--- src/rtl/lsw_pkg.sv ---
// constants shared by the low-side switch mode and channel control
// ----------------------------------------------------------------------------
// Operation
// supply power-on reset: defaults, idle, channels off
// reset pad low: defaults, quiescent standby
// reset pad active low, pulled down
// limp-home pad high: limp mode, registers reset
// limp mode: pads one-four drive channels one-four
// limp mode: channels five-eight forced off
// limp mode: serial traffic ignored
// limp-home wins over reset pad
// limp-home from standby wakes into limp
// limp exit: reset, then standby or idle
// first frame after limp flags prior invalid
// select field picks driving pad per channel
// pad high equals on, low equals off
// serial control follows per-channel switch bit
// open control pad reads low
// ----------------------------------------------------------------------------
package lsw_pkg;

  // channel and pad counts, select field width
  localparam int CHANNELS   = 8;
  localparam int PADS       = 4;
  localparam int LIMP_CHANS = 4;
  localparam int SEL_W      = 3;

  // select field codes: zero is serial control, one to four name a pad
  localparam logic [2:0] SEL_SERIAL = 3'h0;
  localparam logic [2:0] SEL_PAD1   = 3'h1;

  // values after reset
  localparam logic [7:0] SWITCH_RESET = 8'h00;
  localparam logic [2:0] SELECT_RESET = 3'h0;
  localparam logic [7:0] OUTPUT_RESET = 8'h00;

  // pin synchroniser: pads pulled down read low before first sample
  localparam int         SYNC_PINS    = 8;
  localparam logic [7:0] PIN_RESET    = 8'h00;

  // operating states
  typedef enum logic [1:0] {
    ST_IDLE,
    ST_STANDBY,
    ST_LIMP
  } lsw_state_type;

endpackage

--- src/rtl/lsw_mode_control.sv ---
// mode, limp-home and channel control of an eight-channel low-side switch
`timescale 1ns/10ps
`default_nettype none

module lsw_mode_control #(
  parameter int CHANNELS = lsw_pkg::CHANNELS  // output channel count
)(
  input  wire logic                    clk,                // 100 MHz clock
  input  wire logic                    reset,              // sync reset, high
  input  wire logic                    porDigital,         // digital supply por pin
  input  wire logic                    porAnalog,          // analog supply por pin
  input  wire logic                    resetPadN,          // reset pad, low active
  input  wire logic                    limp_home_pad,      // limp-home pad
  input  wire logic [3:0]              controlPads,        // pads one (bit 0) to four
  input  wire logic                    writeStrobe,        // serial write, one cycle
  input  wire logic [7:0]              writeSwitch,        // per-channel switch bits
  input  wire logic [7:0][2:0]         writeSelect,        // per-channel pad_select_field
  input  wire logic                    frameDone,          // serial frame ended, pulse
  output logic      [7:0]              outputChannels,     // channel on levels
  output logic                         modeStandby,        // standby state
  output logic                         modeLimp,           // limp-home state
  output logic                         prior_frame_invalid_flag // flag for next reply
);

  // --------------------------------------------------------------------------
  // elaboration checks
  // --------------------------------------------------------------------------
  if (CHANNELS != 8)
  begin : g_bad_channels
    $error("lsw_mode_control serves exactly eight channels");
  end

  // --------------------------------------------------------------------------
  // pin synchronisers
  // --------------------------------------------------------------------------
  logic [7:0] pinRaw;
  logic [7:0] sync1_q;
  logic [7:0] sync2_q;
  logic [7:0] sync3_q;
  logic [7:0] pinF_q;
  logic [7:0] pinF_d;

  assign pinRaw = {porDigital, porAnalog, resetPadN, limp_home_pad, controlPads};

  // a change counts only when the second and third stage agree
  genvar gi;
  for (gi = 0; gi < lsw_pkg::SYNC_PINS; gi++)
  begin : g_pin
    always_comb
    begin
      pinF_d[gi] = (sync2_q[gi] == sync3_q[gi]) ? sync3_q[gi] : pinF_q[gi];
    end
  end

  // pulled-down pads read low until sampled; floating reset pad holds reset
  always_ff @(posedge clk)
  begin
    if (reset)
    begin
      sync1_q <= lsw_pkg::PIN_RESET;
      sync2_q <= lsw_pkg::PIN_RESET;
      sync3_q <= lsw_pkg::PIN_RESET;
      pinF_q  <= lsw_pkg::PIN_RESET;
    end
    else
    begin
      sync1_q <= pinRaw;
      sync2_q <= sync1_q;
      sync3_q <= sync2_q;
      pinF_q  <= pinF_d;
    end
  end

  logic [3:0] padF;
  logic       limpF;
  logic       rstPadNF;
  logic       porF;

  assign padF     = pinF_q[3:0];
  assign limpF    = pinF_q[4];
  assign rstPadNF = pinF_q[5];
  assign porF     = pinF_q[6] | pinF_q[7];

  // --------------------------------------------------------------------------
  // mode and serial registers
  // --------------------------------------------------------------------------
  lsw_pkg::lsw_state_type state_q;
  lsw_pkg::lsw_state_type state_d;
  logic [7:0]             switch_q;
  logic [7:0]             switch_d;
  logic [7:0][2:0]        select_q;
  logic [7:0][2:0]        select_d;
  logic                   flag_q;
  logic                   flag_d;

  // por first, then limp-home over the reset pad, then limp exit
  always_comb
  begin
    state_d  = state_q;
    switch_d = switch_q;
    select_d = select_q;
    flag_d   = flag_q;
    if (frameDone && state_q != lsw_pkg::ST_LIMP)
      flag_d = 1'b0;
    if (porF)
    begin
      state_d  = lsw_pkg::ST_IDLE;
      switch_d = lsw_pkg::SWITCH_RESET;
      select_d = '0;
    end
    else if (limpF)
    begin
      state_d  = lsw_pkg::ST_LIMP;
      switch_d = lsw_pkg::SWITCH_RESET;
      select_d = '0;
    end
    else if (state_q == lsw_pkg::ST_LIMP)
    begin
      // set wins over a clear from a frame ending in the same cycle
      flag_d   = 1'b1;
      switch_d = lsw_pkg::SWITCH_RESET;
      select_d = '0;
      state_d  = rstPadNF ? lsw_pkg::ST_IDLE : lsw_pkg::ST_STANDBY;
    end
    else if (!rstPadNF)
    begin
      state_d  = lsw_pkg::ST_STANDBY;
      switch_d = lsw_pkg::SWITCH_RESET;
      select_d = '0;
    end
    else
    begin
      state_d = lsw_pkg::ST_IDLE;
      if (writeStrobe)
      begin
        switch_d = writeSwitch;
        select_d = writeSelect;
      end
    end
  end

  always_ff @(posedge clk)
  begin
    if (reset)
    begin
      state_q  <= lsw_pkg::ST_IDLE;
      switch_q <= lsw_pkg::SWITCH_RESET;
      select_q <= '0;
      flag_q   <= 1'b0;
    end
    else
    begin
      state_q  <= state_d;
      switch_q <= switch_d;
      select_q <= select_d;
      flag_q   <= flag_d;
    end
  end

  // --------------------------------------------------------------------------
  // channel drive
  // --------------------------------------------------------------------------
  logic [7:0] out_q;
  logic [7:0] out_d;
  logic       standby_q;
  logic       standby_d;
  logic       limp_q;
  logic       limp_d;

  // one pass per channel; select codes above four leave the channel off
  for (gi = 0; gi < lsw_pkg::CHANNELS; gi++)
  begin : g_chan
    always_comb
    begin
      out_d[gi] = 1'b0;
      unique case (state_q)
        lsw_pkg::ST_LIMP:
          if (gi < lsw_pkg::LIMP_CHANS)
            out_d[gi] = padF[gi % lsw_pkg::PADS];
        lsw_pkg::ST_STANDBY:
          out_d[gi] = 1'b0;
        lsw_pkg::ST_IDLE:
          if (select_q[gi] == lsw_pkg::SEL_SERIAL)
            out_d[gi] = switch_q[gi];
          else if (select_q[gi] <= 3'h4)
            out_d[gi] = padF[2'(select_q[gi] - lsw_pkg::SEL_PAD1)];
        default:
          out_d[gi] = 1'b0;
      endcase
    end
  end

  always_comb
  begin
    standby_d = (state_q == lsw_pkg::ST_STANDBY);
    limp_d    = (state_q == lsw_pkg::ST_LIMP);
  end

  always_ff @(posedge clk)
  begin
    if (reset)
    begin
      out_q     <= lsw_pkg::OUTPUT_RESET;
      standby_q <= 1'b0;
      limp_q    <= 1'b0;
    end
    else
    begin
      out_q     <= out_d;
      standby_q <= standby_d;
      limp_q    <= limp_d;
    end
  end

  assign outputChannels           = out_q;
  assign modeStandby              = standby_q;
  assign modeLimp                 = limp_q;
  assign prior_frame_invalid_flag = flag_q;
endmodule // lsw_mode_control

`default_nettype wire

--- config.mk ---
export PLATFORM = sky130hd
export DESIGN_NAME = lsw_mode_control
export DESIGN_NICKNAME = d
export VERILOG_FILES = /design/src/rtl/lsw_pkg.sv /design/src/rtl/lsw_mode_control.sv
export SDC_FILE = /design/constraint.sdc
export NUM_CORES = 1
export LEC_CHECK = 0
export BUFFER_PORTS_ARGS = -buffer_cell sky130_fd_sc_hd__buf_2
export CORE_MARGIN = 10
export CORE_UTILIZATION = 60
export CTS_BUF_LIST = sky130_fd_sc_hd__clkbuf_4 sky130_fd_sc_hd__clkbuf_8
export DETAILED_ROUTE_END_ITERATION = 8
export GPL_ROUTABILITY_DRIVEN = 0
export GPL_TIMING_DRIVEN = 0
export PLACE_DENSITY = 0.85
export SKIP_CTS_REPAIR_TIMING = 1
export SLEW_MARGIN = 20
export SYNTH_ARGS = -nofsm -noshare
export SYNTH_HDL_FRONTEND = slang
export SYNTH_SLANG_ARGS = --single-unit
--- constraint.sdc ---
create_clock -name clk -period 3 [get_ports clk]
set_clock_uncertainty 0.15 [all_clocks]
set_input_delay 0.45 -clock clk [delete_from_list [all_inputs] [get_ports clk]]
set_output_delay 0.45 -clock clk [all_outputs]
set_load 0.02 [all_outputs]
==> results.yml, run 1 <==
routing:
  antenna_left: 0
  via_count: 2239
  drtIter0Drc: 56
  drtPass1Iterations: 4
  vias_per_cell: 5.21
  route.detailed.drc: 0
  routed_wirelength_um: 6350
  wire_per_inst_um: 14.8
timing:
  tightest_slew_ps: 482
  fin_crit_sh_pct: 54.3
  final_hold_viol_count: 0
  fin_setup_tns_ps: 0
  fmax_mhz: 614
  setup_viol: 0
  finalMaxSlewViolations: 0
  slew_headroom_pct: 67.9
  rsz0062_at_grt: "no"
  layout_setup_ws_ps: 1370
  min_period_ps: 1630
synth:
  netlist_area_um2: 3050
  yosysWarningCount: 0
  synth_area_leader_cell: "dfxtp_1"
  ys_types: 29
  async_flop_share_pct: 0
  synthCells: 294
  synth_top_area_share_pct: 50.6
  yosys_most_used_dff: "dfxtp_1"
  synthTopCellsByArea: "dfxtp_1 (51%), mux2i_1 (11%), nor2b_1 (5.1%)"
  yosysSeqAreaShare_pct: 50.6
  synth-edff-count: 0
  avgSynthCellArea_um2: 10.4
  syn_nets: 346
  synth_seq_cells: 77
pwr:
  vdd_drop_max_v: 0.000368
  p_leak_nw: 1.53
  p_per_area_nw_per_um2: 536
  total_power_mw: 1.93
worst_setup_path:
  start_kind: "flop"
  reg2regPathDepth: 4
  reg2reg_to: "outputChannels[0]"
  critical_path_class: "reg2reg"
  r2r_start: "pinF_q[0]"
  critPathRequiredTime_ps: 3080
  cp_max_fo: 10
  cp-end-kind: "flop"
  crit_arrival_ps: 1710
  r2r_slack_ps: 1370
clock_tree:
  htree_levels: 3
  clkTransAtPathRegs_ps: 80
  cts_tree: "done"
  clockRootBuffer: "clkbuf_8"
  ctsLongestPathBuffers: 2
  cts_made_buffers: 9
  insertion_delay_ps: 350
  numClockSinks: 77
final_layout:
  fillerInstances: 358
  final_common_cell: "dfxtp_1"
  layout_common_cells: "dfxtp_1 (77), buf_2 (63), nor2_1 (38)"
  nets: 410
  finalNonFillerCells: 430
  syn_to_final_growth_pct: 18.3
  antenna_cells: 0
  final_util_pct: 74.8
  drive_gt1_share_pct: 25.6
global_route:
  overflow: 0
  antenna_found_initial: 0
  grt_max_degree: 15
  grt_pass1_vias: 2238
  grt_util_all_layers_pct: 15.6
  grt_pass1_wl_um: 10400
placement:
  numPortBuffers: 53
  dp_hpwl_um: 4630
  dp_cells: 414
  dp_worst_setup_slack_ps: 1320
job:
  maxCapViolations: 0
min_path:
  worstHoldPathCells: 2
  hold_end: "prior_frame_invalid_flag"
  worstHoldStart: "frameDone"
  hp-class: "in2reg"
die:
  rows: 25
  die_x_um: 91.3
  fp.coreArea_um2: 4820
  die_h_um: 91.3
  io-pin-count: 55
  initial_core_util_pct: 63.3
  fp.dieArea_um2: 8330
outcome:
  outcome: "complete, no violations"
## worst max-delay path: stages, from the launching register on
cell      delay (ps)
dfxtp_1          310
clkbuf_1         240
mux4_1           570
o211ai_1         140
nand3_1          100
## power by group
group	switching, mW	leakage [nW]	internal, mW
Sequential	0.00574	0.625	1.04
Combinational	0.0476	0.808	0.0503
Clock	0.381	0.0951	0.410
## through the flow
stage                     cell area, um^2  hold slack, ps
final                                3600             152
after global placement               3400             268
after floorplan                      3050             264
after detailed placement             3400             274
after global routing                 3600             139
after CTS                            3600             145
## registers in the layout, summed over array words and instances, names as in the netlist, 2 cells and up
name,cells
select_q,24
sync1_q,8
pinF_q,8
sync3_q,8
outputChannels,8
state_q,2
switch_q,8
sync2_q,8
## metal layers
metal | track usage (%) | wire length, um
met5 | 0 | 0
met4 | 6.27 | 62
met3 | 6.26 | 374
met2 | 27.0 | 3230
met1 | 16.6 | 2690
## Yosys cell counts, types with 3 or more instances
cell type / instances
dfxtp_1: 77
nor2_1: 38
mux2i_1: 32
nor2b_1: 25
inv_1: 18
nand2_1: 12
nand3_1: 12
buf_2: 10
a21oi_1: 9
ha_1: 8
nand4b_1: 8
o21ai_0: 8
mux4_2: 6
and2_0: 4
nand4_1: 4
o211ai_1: 4
buf_6: 3
clkbuf_1: 3
## how the worst max path moves through the flow
| stage | cells after the start | slack (ps) | to | from |
|---|---|---|---|---|
| after floorplan | 5 | 1610 | outputChannels[4] | select_q[12] |
| after global placement | 4 | 1320 | prior_frame_invalid_flag | reset |
| after detailed placement | 4 | 1320 | prior_frame_invalid_flag | reset |
| after CTS | 4 | 1370 | outputChannels[0] | pinF_q[0] |
| after global routing | 4 | 1330 | outputChannels[0] | pinF_q[0] |
| final | 4 | 1370 | outputChannels[0] | pinF_q[0] |
## logic make-up after synthesis
family / Yosys count / synth area share (%)
simple gates: 112 / 20.0
buf+inv: 35 / 5.46
fa+ha+maj: 8 / 3.28
flops: 77 / 50.6
mux: 40 / 16.7
compound gates: 22 / 4.06
## final cells by class
| type | instances | area (um^2) | share of cell area, % |
|---|---|---|---|
| clock inverters | 6 | 70.1 | 1.94 |
| multi-input cells | 182 | 1340 | 37.2 |
| well taps | 67 | 83.8 | 2.33 |
| flip-flops and latches | 77 | 1540 | 42.8 |
| inverters | 18 | 67.6 | 1.87 |
| repair buffers | 53 | 265 | 7.36 |
| clock buffers | 10 | 138 | 3.82 |
| plain buffers | 17 | 98.8 | 2.74 |
Power figures use the tool's default switching activity.
==> inputs of run 2 (changes only) <==
CORE_UTILIZATION = 52   (was 60)
PLACE_DENSITY = 0.78   (was 0.85)
clock period = 1.3 ns   (was 3 ns; I/O delays follow)
==> run 2 against run 1 <==
  * The flow now finishes with violations (negative hold slack, negative setup slack)
  * Hold slack worse by 210 ps
  * Power increased by 150%
  * Combinational power grew to 3.4 times the previous value
  * Global-route usage down 1.6 points
  * Die area up 12%
  * First-iteration DRC count increased by 140%
  * Sequential cell count did not move
  * Clock power rose to 2.6 times the previous value
  * Largest cell class unchanged
  * Core utilization up 1.8 points
==> results.yml, run 2 (synthesis gave the netlist of run 1 again) <==
timing:
  min_period_ps: 1480
  fmax_mhz: 674
  slew_headroom_pct: 64.8
  finalMaxSlewViolations: 0
  final_hold_viol_count: 1
  fin_setup_tns_ps: -4030
  rsz0062_at_grt: "yes"
  tightest_slew_ps: 527
  holdWs_ps: -59.2
  layout_setup_ws_ps: -183
  fin_crit_sh_pct: 114
  setup_viol: 40
final_layout:
  drive_gt1_share_pct: 35.0
  nets: 459
  postLayoutCellArea_um2: 4300
  syn_to_final_growth_pct: 41.0
  largest_register_ffs: 24
  top_register: "select_q"
  antenna_cells: 0
  layout_common_cells: "buf_2 (60), dfxtp_1 (60), dlygate4sd3_1 (40)"
global_route:
  grt_max_degree: 15
  antenna_found_initial: 0
  overflow: 0
  grt_util_all_layers_pct: 14.0
  grt_pass1_wl_um: 10100
  grt_pass1_vias: 2165
routing:
  routed_wirelength_um: 7950
  via_count: 2554
  drtIter0Drc: 133
  vias_per_cell: 5.28
  drtPass1Iterations: 4
  wire_per_inst_um: 16.4
  antenna_left: 0
  route.detailed.drc: 0
pwr:
  vdd_drop_max_v: 0.000806
  power_frac_seq_pct: 50.3
  p_comb_share_pct: 7.0
  total_power_mw: 4.78
  p_leak_nw: 1.79
  clkPwrFrac_pct: 42.7
  p_switching_mw: 1.07
  p_int_mw: 3.71
  p_sw_share_pct: 22.4
  p_per_area_nw_per_um2: 1110
die:
  io-pin-count: 55
  fp.coreArea_um2: 5610
  initial_core_util_pct: 54.4
  die_x_um: 96.6
  die_h_um: 96.6
  rows: 27
  fp.dieArea_um2: 9320
job:
  maxCapViolations: 0
placement:
  place_area_um2: 3410
  dp_hpwl_um: 4490
  numPortBuffers: 53
clock_tree:
  insertion_delay_ps: 350
  numClockSinks: 77
  cts_made_buffers: 9
  cts_tree: "done"
  clockRootBuffer: "clkbuf_8"
  htree_levels: 3
  ctsLongestPathBuffers: 2
  clkTransAtPathRegs_ps: 80
worst_setup_path:
  cpPeakStageDelay_ps: 380
  crit_slowest_cell: "dfxtp_2"
  crit_chain: "inv_2 > ha_4 > mux4_2 > o211ai_1 > nand3_1"
  critPathRequiredTime_ps: 1380
  critical_path.top_delay_family: "flip-flops"
  start_kind: "flop"
  critical_path_class: "reg2reg"
  crit_arrival_ps: 1570
  cp_max_fo: 3
  r2r_slack_ps: -180
  cp-end-kind: "flop"
  path_buf_inv: 1
outcome:
  outcome: "finished with violations"
  violations: "negative hold slack, negative setup slack"
min_path:
  hp-class: "in2reg"
-- run 2: cell count changes in the layout (fill, tap and decap cells not counted), sizes merged --
cell         previous run  this run
bufinv                  1         2
inv                    19        20
clkinvlp                3         1
buf                    67        77
dlygate4sd3             0        40
clkbuf                 13        12
-- run 2: worst paths after layout --
kind                                       from                 to  depth (start not counted)
worst min-delay path            writeSelect[11]       select_q[11]                          3
worst min register to register       sync1_q[2]         sync2_q[2]                          1
worst max register to register      select_q[0]  outputChannels[0]                          5
worst max-delay path                select_q[0]  outputChannels[0]                          5
-- run 2: layer usage --
metal / GRT usage [%] / wire [um] / share of wire [%] / up-vias
li1: - / - / - / 1224
met1: 17.3 / 3280 / 41 / 1217
met2: 22.2 / 3940 / 50 / 85
met3: 4.70 / 460 / 5.8 / 28
met4: 5.45 / 277 / 3.5 / 0
met5: 0 / 0 / 0 / -
-- run 2: area by class of cell --
class                           count  area [um^2]
Fill cell                         348         1310
Inverter                           18         70.1
Clock inverter                      6         93.8
Tap cell                           72         90.1
Multi-Input combinational cell    182         1460
Buffer                             17          125
Timing Repair Buffer              102          756
Sequential cell                    77         1570
Clock buffer                       10          131
-- run 2: per-stage QoR --
stage | utilization (%) | cells | setup WS [ps]
final | 76.6 | 484 | -183
after global routing | 76.6 | 484 | -208
after CTS | 64.8 | 435 | -172
after detailed placement | 60.8 | 419 | -131
after global placement | 60.8 | 419 | -137
after floorplan | - | 294 | -28.3
-- run 2: power by group through the flow --
stage	sequential, mW	clock, mW	combinational, mW
finish	2.40	2.04	0.335
floorplan	2.46	0	0.130
detailed placement	2.46	0	0.227
global route	2.41	2.17	0.365
global placement	2.46	0	0.222
CTS	2.40	2.05	0.228
-- run 2: tightest hold or removal path, stage by stage --
cell     delay, ps
buf_2           70
mux2i_1         50
nor2_1          80
==> inputs of run 3 (changes only) <==
GPL_TIMING_DRIVEN = unset   (was 0)
==> run 3 against run 2 <==
  * The flow still finishes with violations (negative hold slack, negative setup slack)
  * Die area unchanged
  * Wire length down 0.58%
  * Critical path depth down 1
  * Hold slack better by 49 ps
  * Sequential cell count unchanged
  * Highest routed layer unchanged
==> results.yml, run 3 (synthesis gave the netlist of run 1 again) <==
worst_setup_path:
  crit_chain: "nor4_4 > nand3_4 > clkbuf_16 > nor2_2"
  path_buf_inv: 1
  r2r_slack_ps: -150
  reg2regPathDepth: 4
  r2r_start: "pinF_q[6]"
  crit_arrival_ps: 1590
  critical_path.top_delay_family: "simple AND/OR/NAND/NOR gates"
  critPathRequiredTime_ps: 1450
  start_kind: "flop"
  cpPeakStageDelay_ps: 350
  critical_path_class: "reg2reg"
  cp_max_fo: 8
  cp-end-kind: "flop"
  crit_slowest_cell: "nor4_4"
  reg2reg_to: "select_q[21]"
final_layout:
  syn_to_final_growth_pct: 42.0
  finalNonFillerCells: 461
  ff_latch_area_um2: 1580
  nets: 438
  final_common_cell: "dfxtp_1"
  multi_input_area_um2: 1660
  largest_register_ffs: 24
  antenna_cells: 0
  layout_common_cells: "dfxtp_1 (56), buf_2 (54), mux2i_1 (32)"
  top_register: "select_q"
  fillerInstances: 352
  drive_gt1_share_pct: 45.0
pwr:
  p_leak_nw: 1.73
  total_power_mw: 4.32
  vdd_drop_max_v: 0.000806
  p_per_area_nw_per_um2: 999
timing:
  tightest_slew_ps: 297
  layout_setup_ws_ps: -145
  rsz0062_at_grt: "yes"
  final_hold_viol_count: 5
  fin_crit_sh_pct: 111
  fmax_mhz: 692
  min_period_ps: 1450
  finalMaxSlewViolations: 0
  holdWs_ps: -10.6
  slew_headroom_pct: 79.6
  setup_viol: 40
global_route:
  antenna_found_initial: 0
  grt_util_all_layers_pct: 13.6
  grt_pass1_wl_um: 9790
  grt_max_degree: 33
  grt_pass1_vias: 2273
  overflow: 0
die:
  die_x_um: 96.6
  initial_core_util_pct: 54.4
  die_h_um: 96.6
  fp.dieArea_um2: 9320
  io-pin-count: 55
  rows: 27
  fp.coreArea_um2: 5610
min_path:
  worstHoldPathCells: 3
  hold_end: "select_q[14]"
  worstHoldStart: "writeSelect[14]"
  hp-class: "in2reg"
clock_tree:
  insertion_delay_ps: 350
  clkTransAtPathRegs_ps: 80
  cts_made_buffers: 9
  cts_tree: "done"
  ctsLongestPathBuffers: 2
  numClockSinks: 77
  clockRootBuffer: "clkbuf_8"
  htree_levels: 3
routing:
  antenna_left: 0
  drtPass1Iterations: 4
  vias_per_cell: 5.28
  via_count: 2436
  routed_wirelength_um: 7910
  drtIter0Drc: 142
  route.detailed.drc: 0
  wire_per_inst_um: 17.1
placement:
  dp_cells: 417
  dp_worst_setup_slack_ps: -108
  dp_hpwl_um: 4320
  numPortBuffers: 54
outcome:
  outcome: "finished with violations"
  violations: "negative hold slack, negative setup slack"
job:
  maxCapViolations: 0
==> run 3: cell types whose count changed in the layout (fill, tap and decap cells not counted), sizes merged <==
cell         change
dlygate4sd3     -18
buf              -3
bufinv           -2
clkinv           +2
inv              -2
==> run 3: worst max path at each step <==
stage               cells past startpoint    startpoint                 to  slack [ps]
floorplan                               5   select_q[0]  outputChannels[0]         -30
global placement                        5  select_q[15]  outputChannels[5]         -70
detailed placement                      5  select_q[15]  outputChannels[5]        -110
CTS                                     5  select_q[15]  outputChannels[5]        -120
global route                            4     pinF_q[6]       select_q[21]        -220
finish                                  4     pinF_q[6]       select_q[21]        -150
==> run 3: area by class of cell <==
class / count / share of cell area (%)
clock inverter: 4 / 0.607
sequential: 77 / 36.5
timing repair buffer: 98 / 17.6
tap: 72 / 2.08
multi-input combinational: 182 / 38.3
clock buffer: 10 / 3.18
inverter: 18 / 1.73
==> run 3: power by group <==
part / switching (mW) / total, mW / internal (mW)
Clock: 0.872 / 1.59 / 0.720
Combinational: 0.146 / 0.333 / 0.187
Sequential: 0.0161 / 2.40 / 2.38
Total: 1.03 / 4.32 / 3.29
==> run 3: tightest hold or removal path, stage by stage <==
cell     delay [ps]
buf_2            70
mux2i_1          90
nor2_4          100
==> run 3: per-layer routing <==
| layer | GRT usage [%] | part of all wire, % | routed length (um) | up-vias |
|---|---|---|---|---|
| li1 | - | - | - | 1181 |
| met1 | 15.0 | 41 | 3230 | 1167 |
| met2 | 22.2 | 50 | 3970 | 75 |
| met3 | 5.78 | 7.6 | 598 | 13 |
| met4 | 6.17 | 1.4 | 109 | 0 |
| met5 | 0 | 0 | 0 | - |
==> run 3: through the flow <==
stage                     utilization, %  cell area, um^2  setup TNS [ps]
after floorplan                        -             3050            -218
after global placement              61.9             3470            -436
after detailed placement            61.9             3470           -1040
after CTS                           64.8             3640           -1660
after global routing                77.2             4330           -6790
final                               77.2             4330           -4230
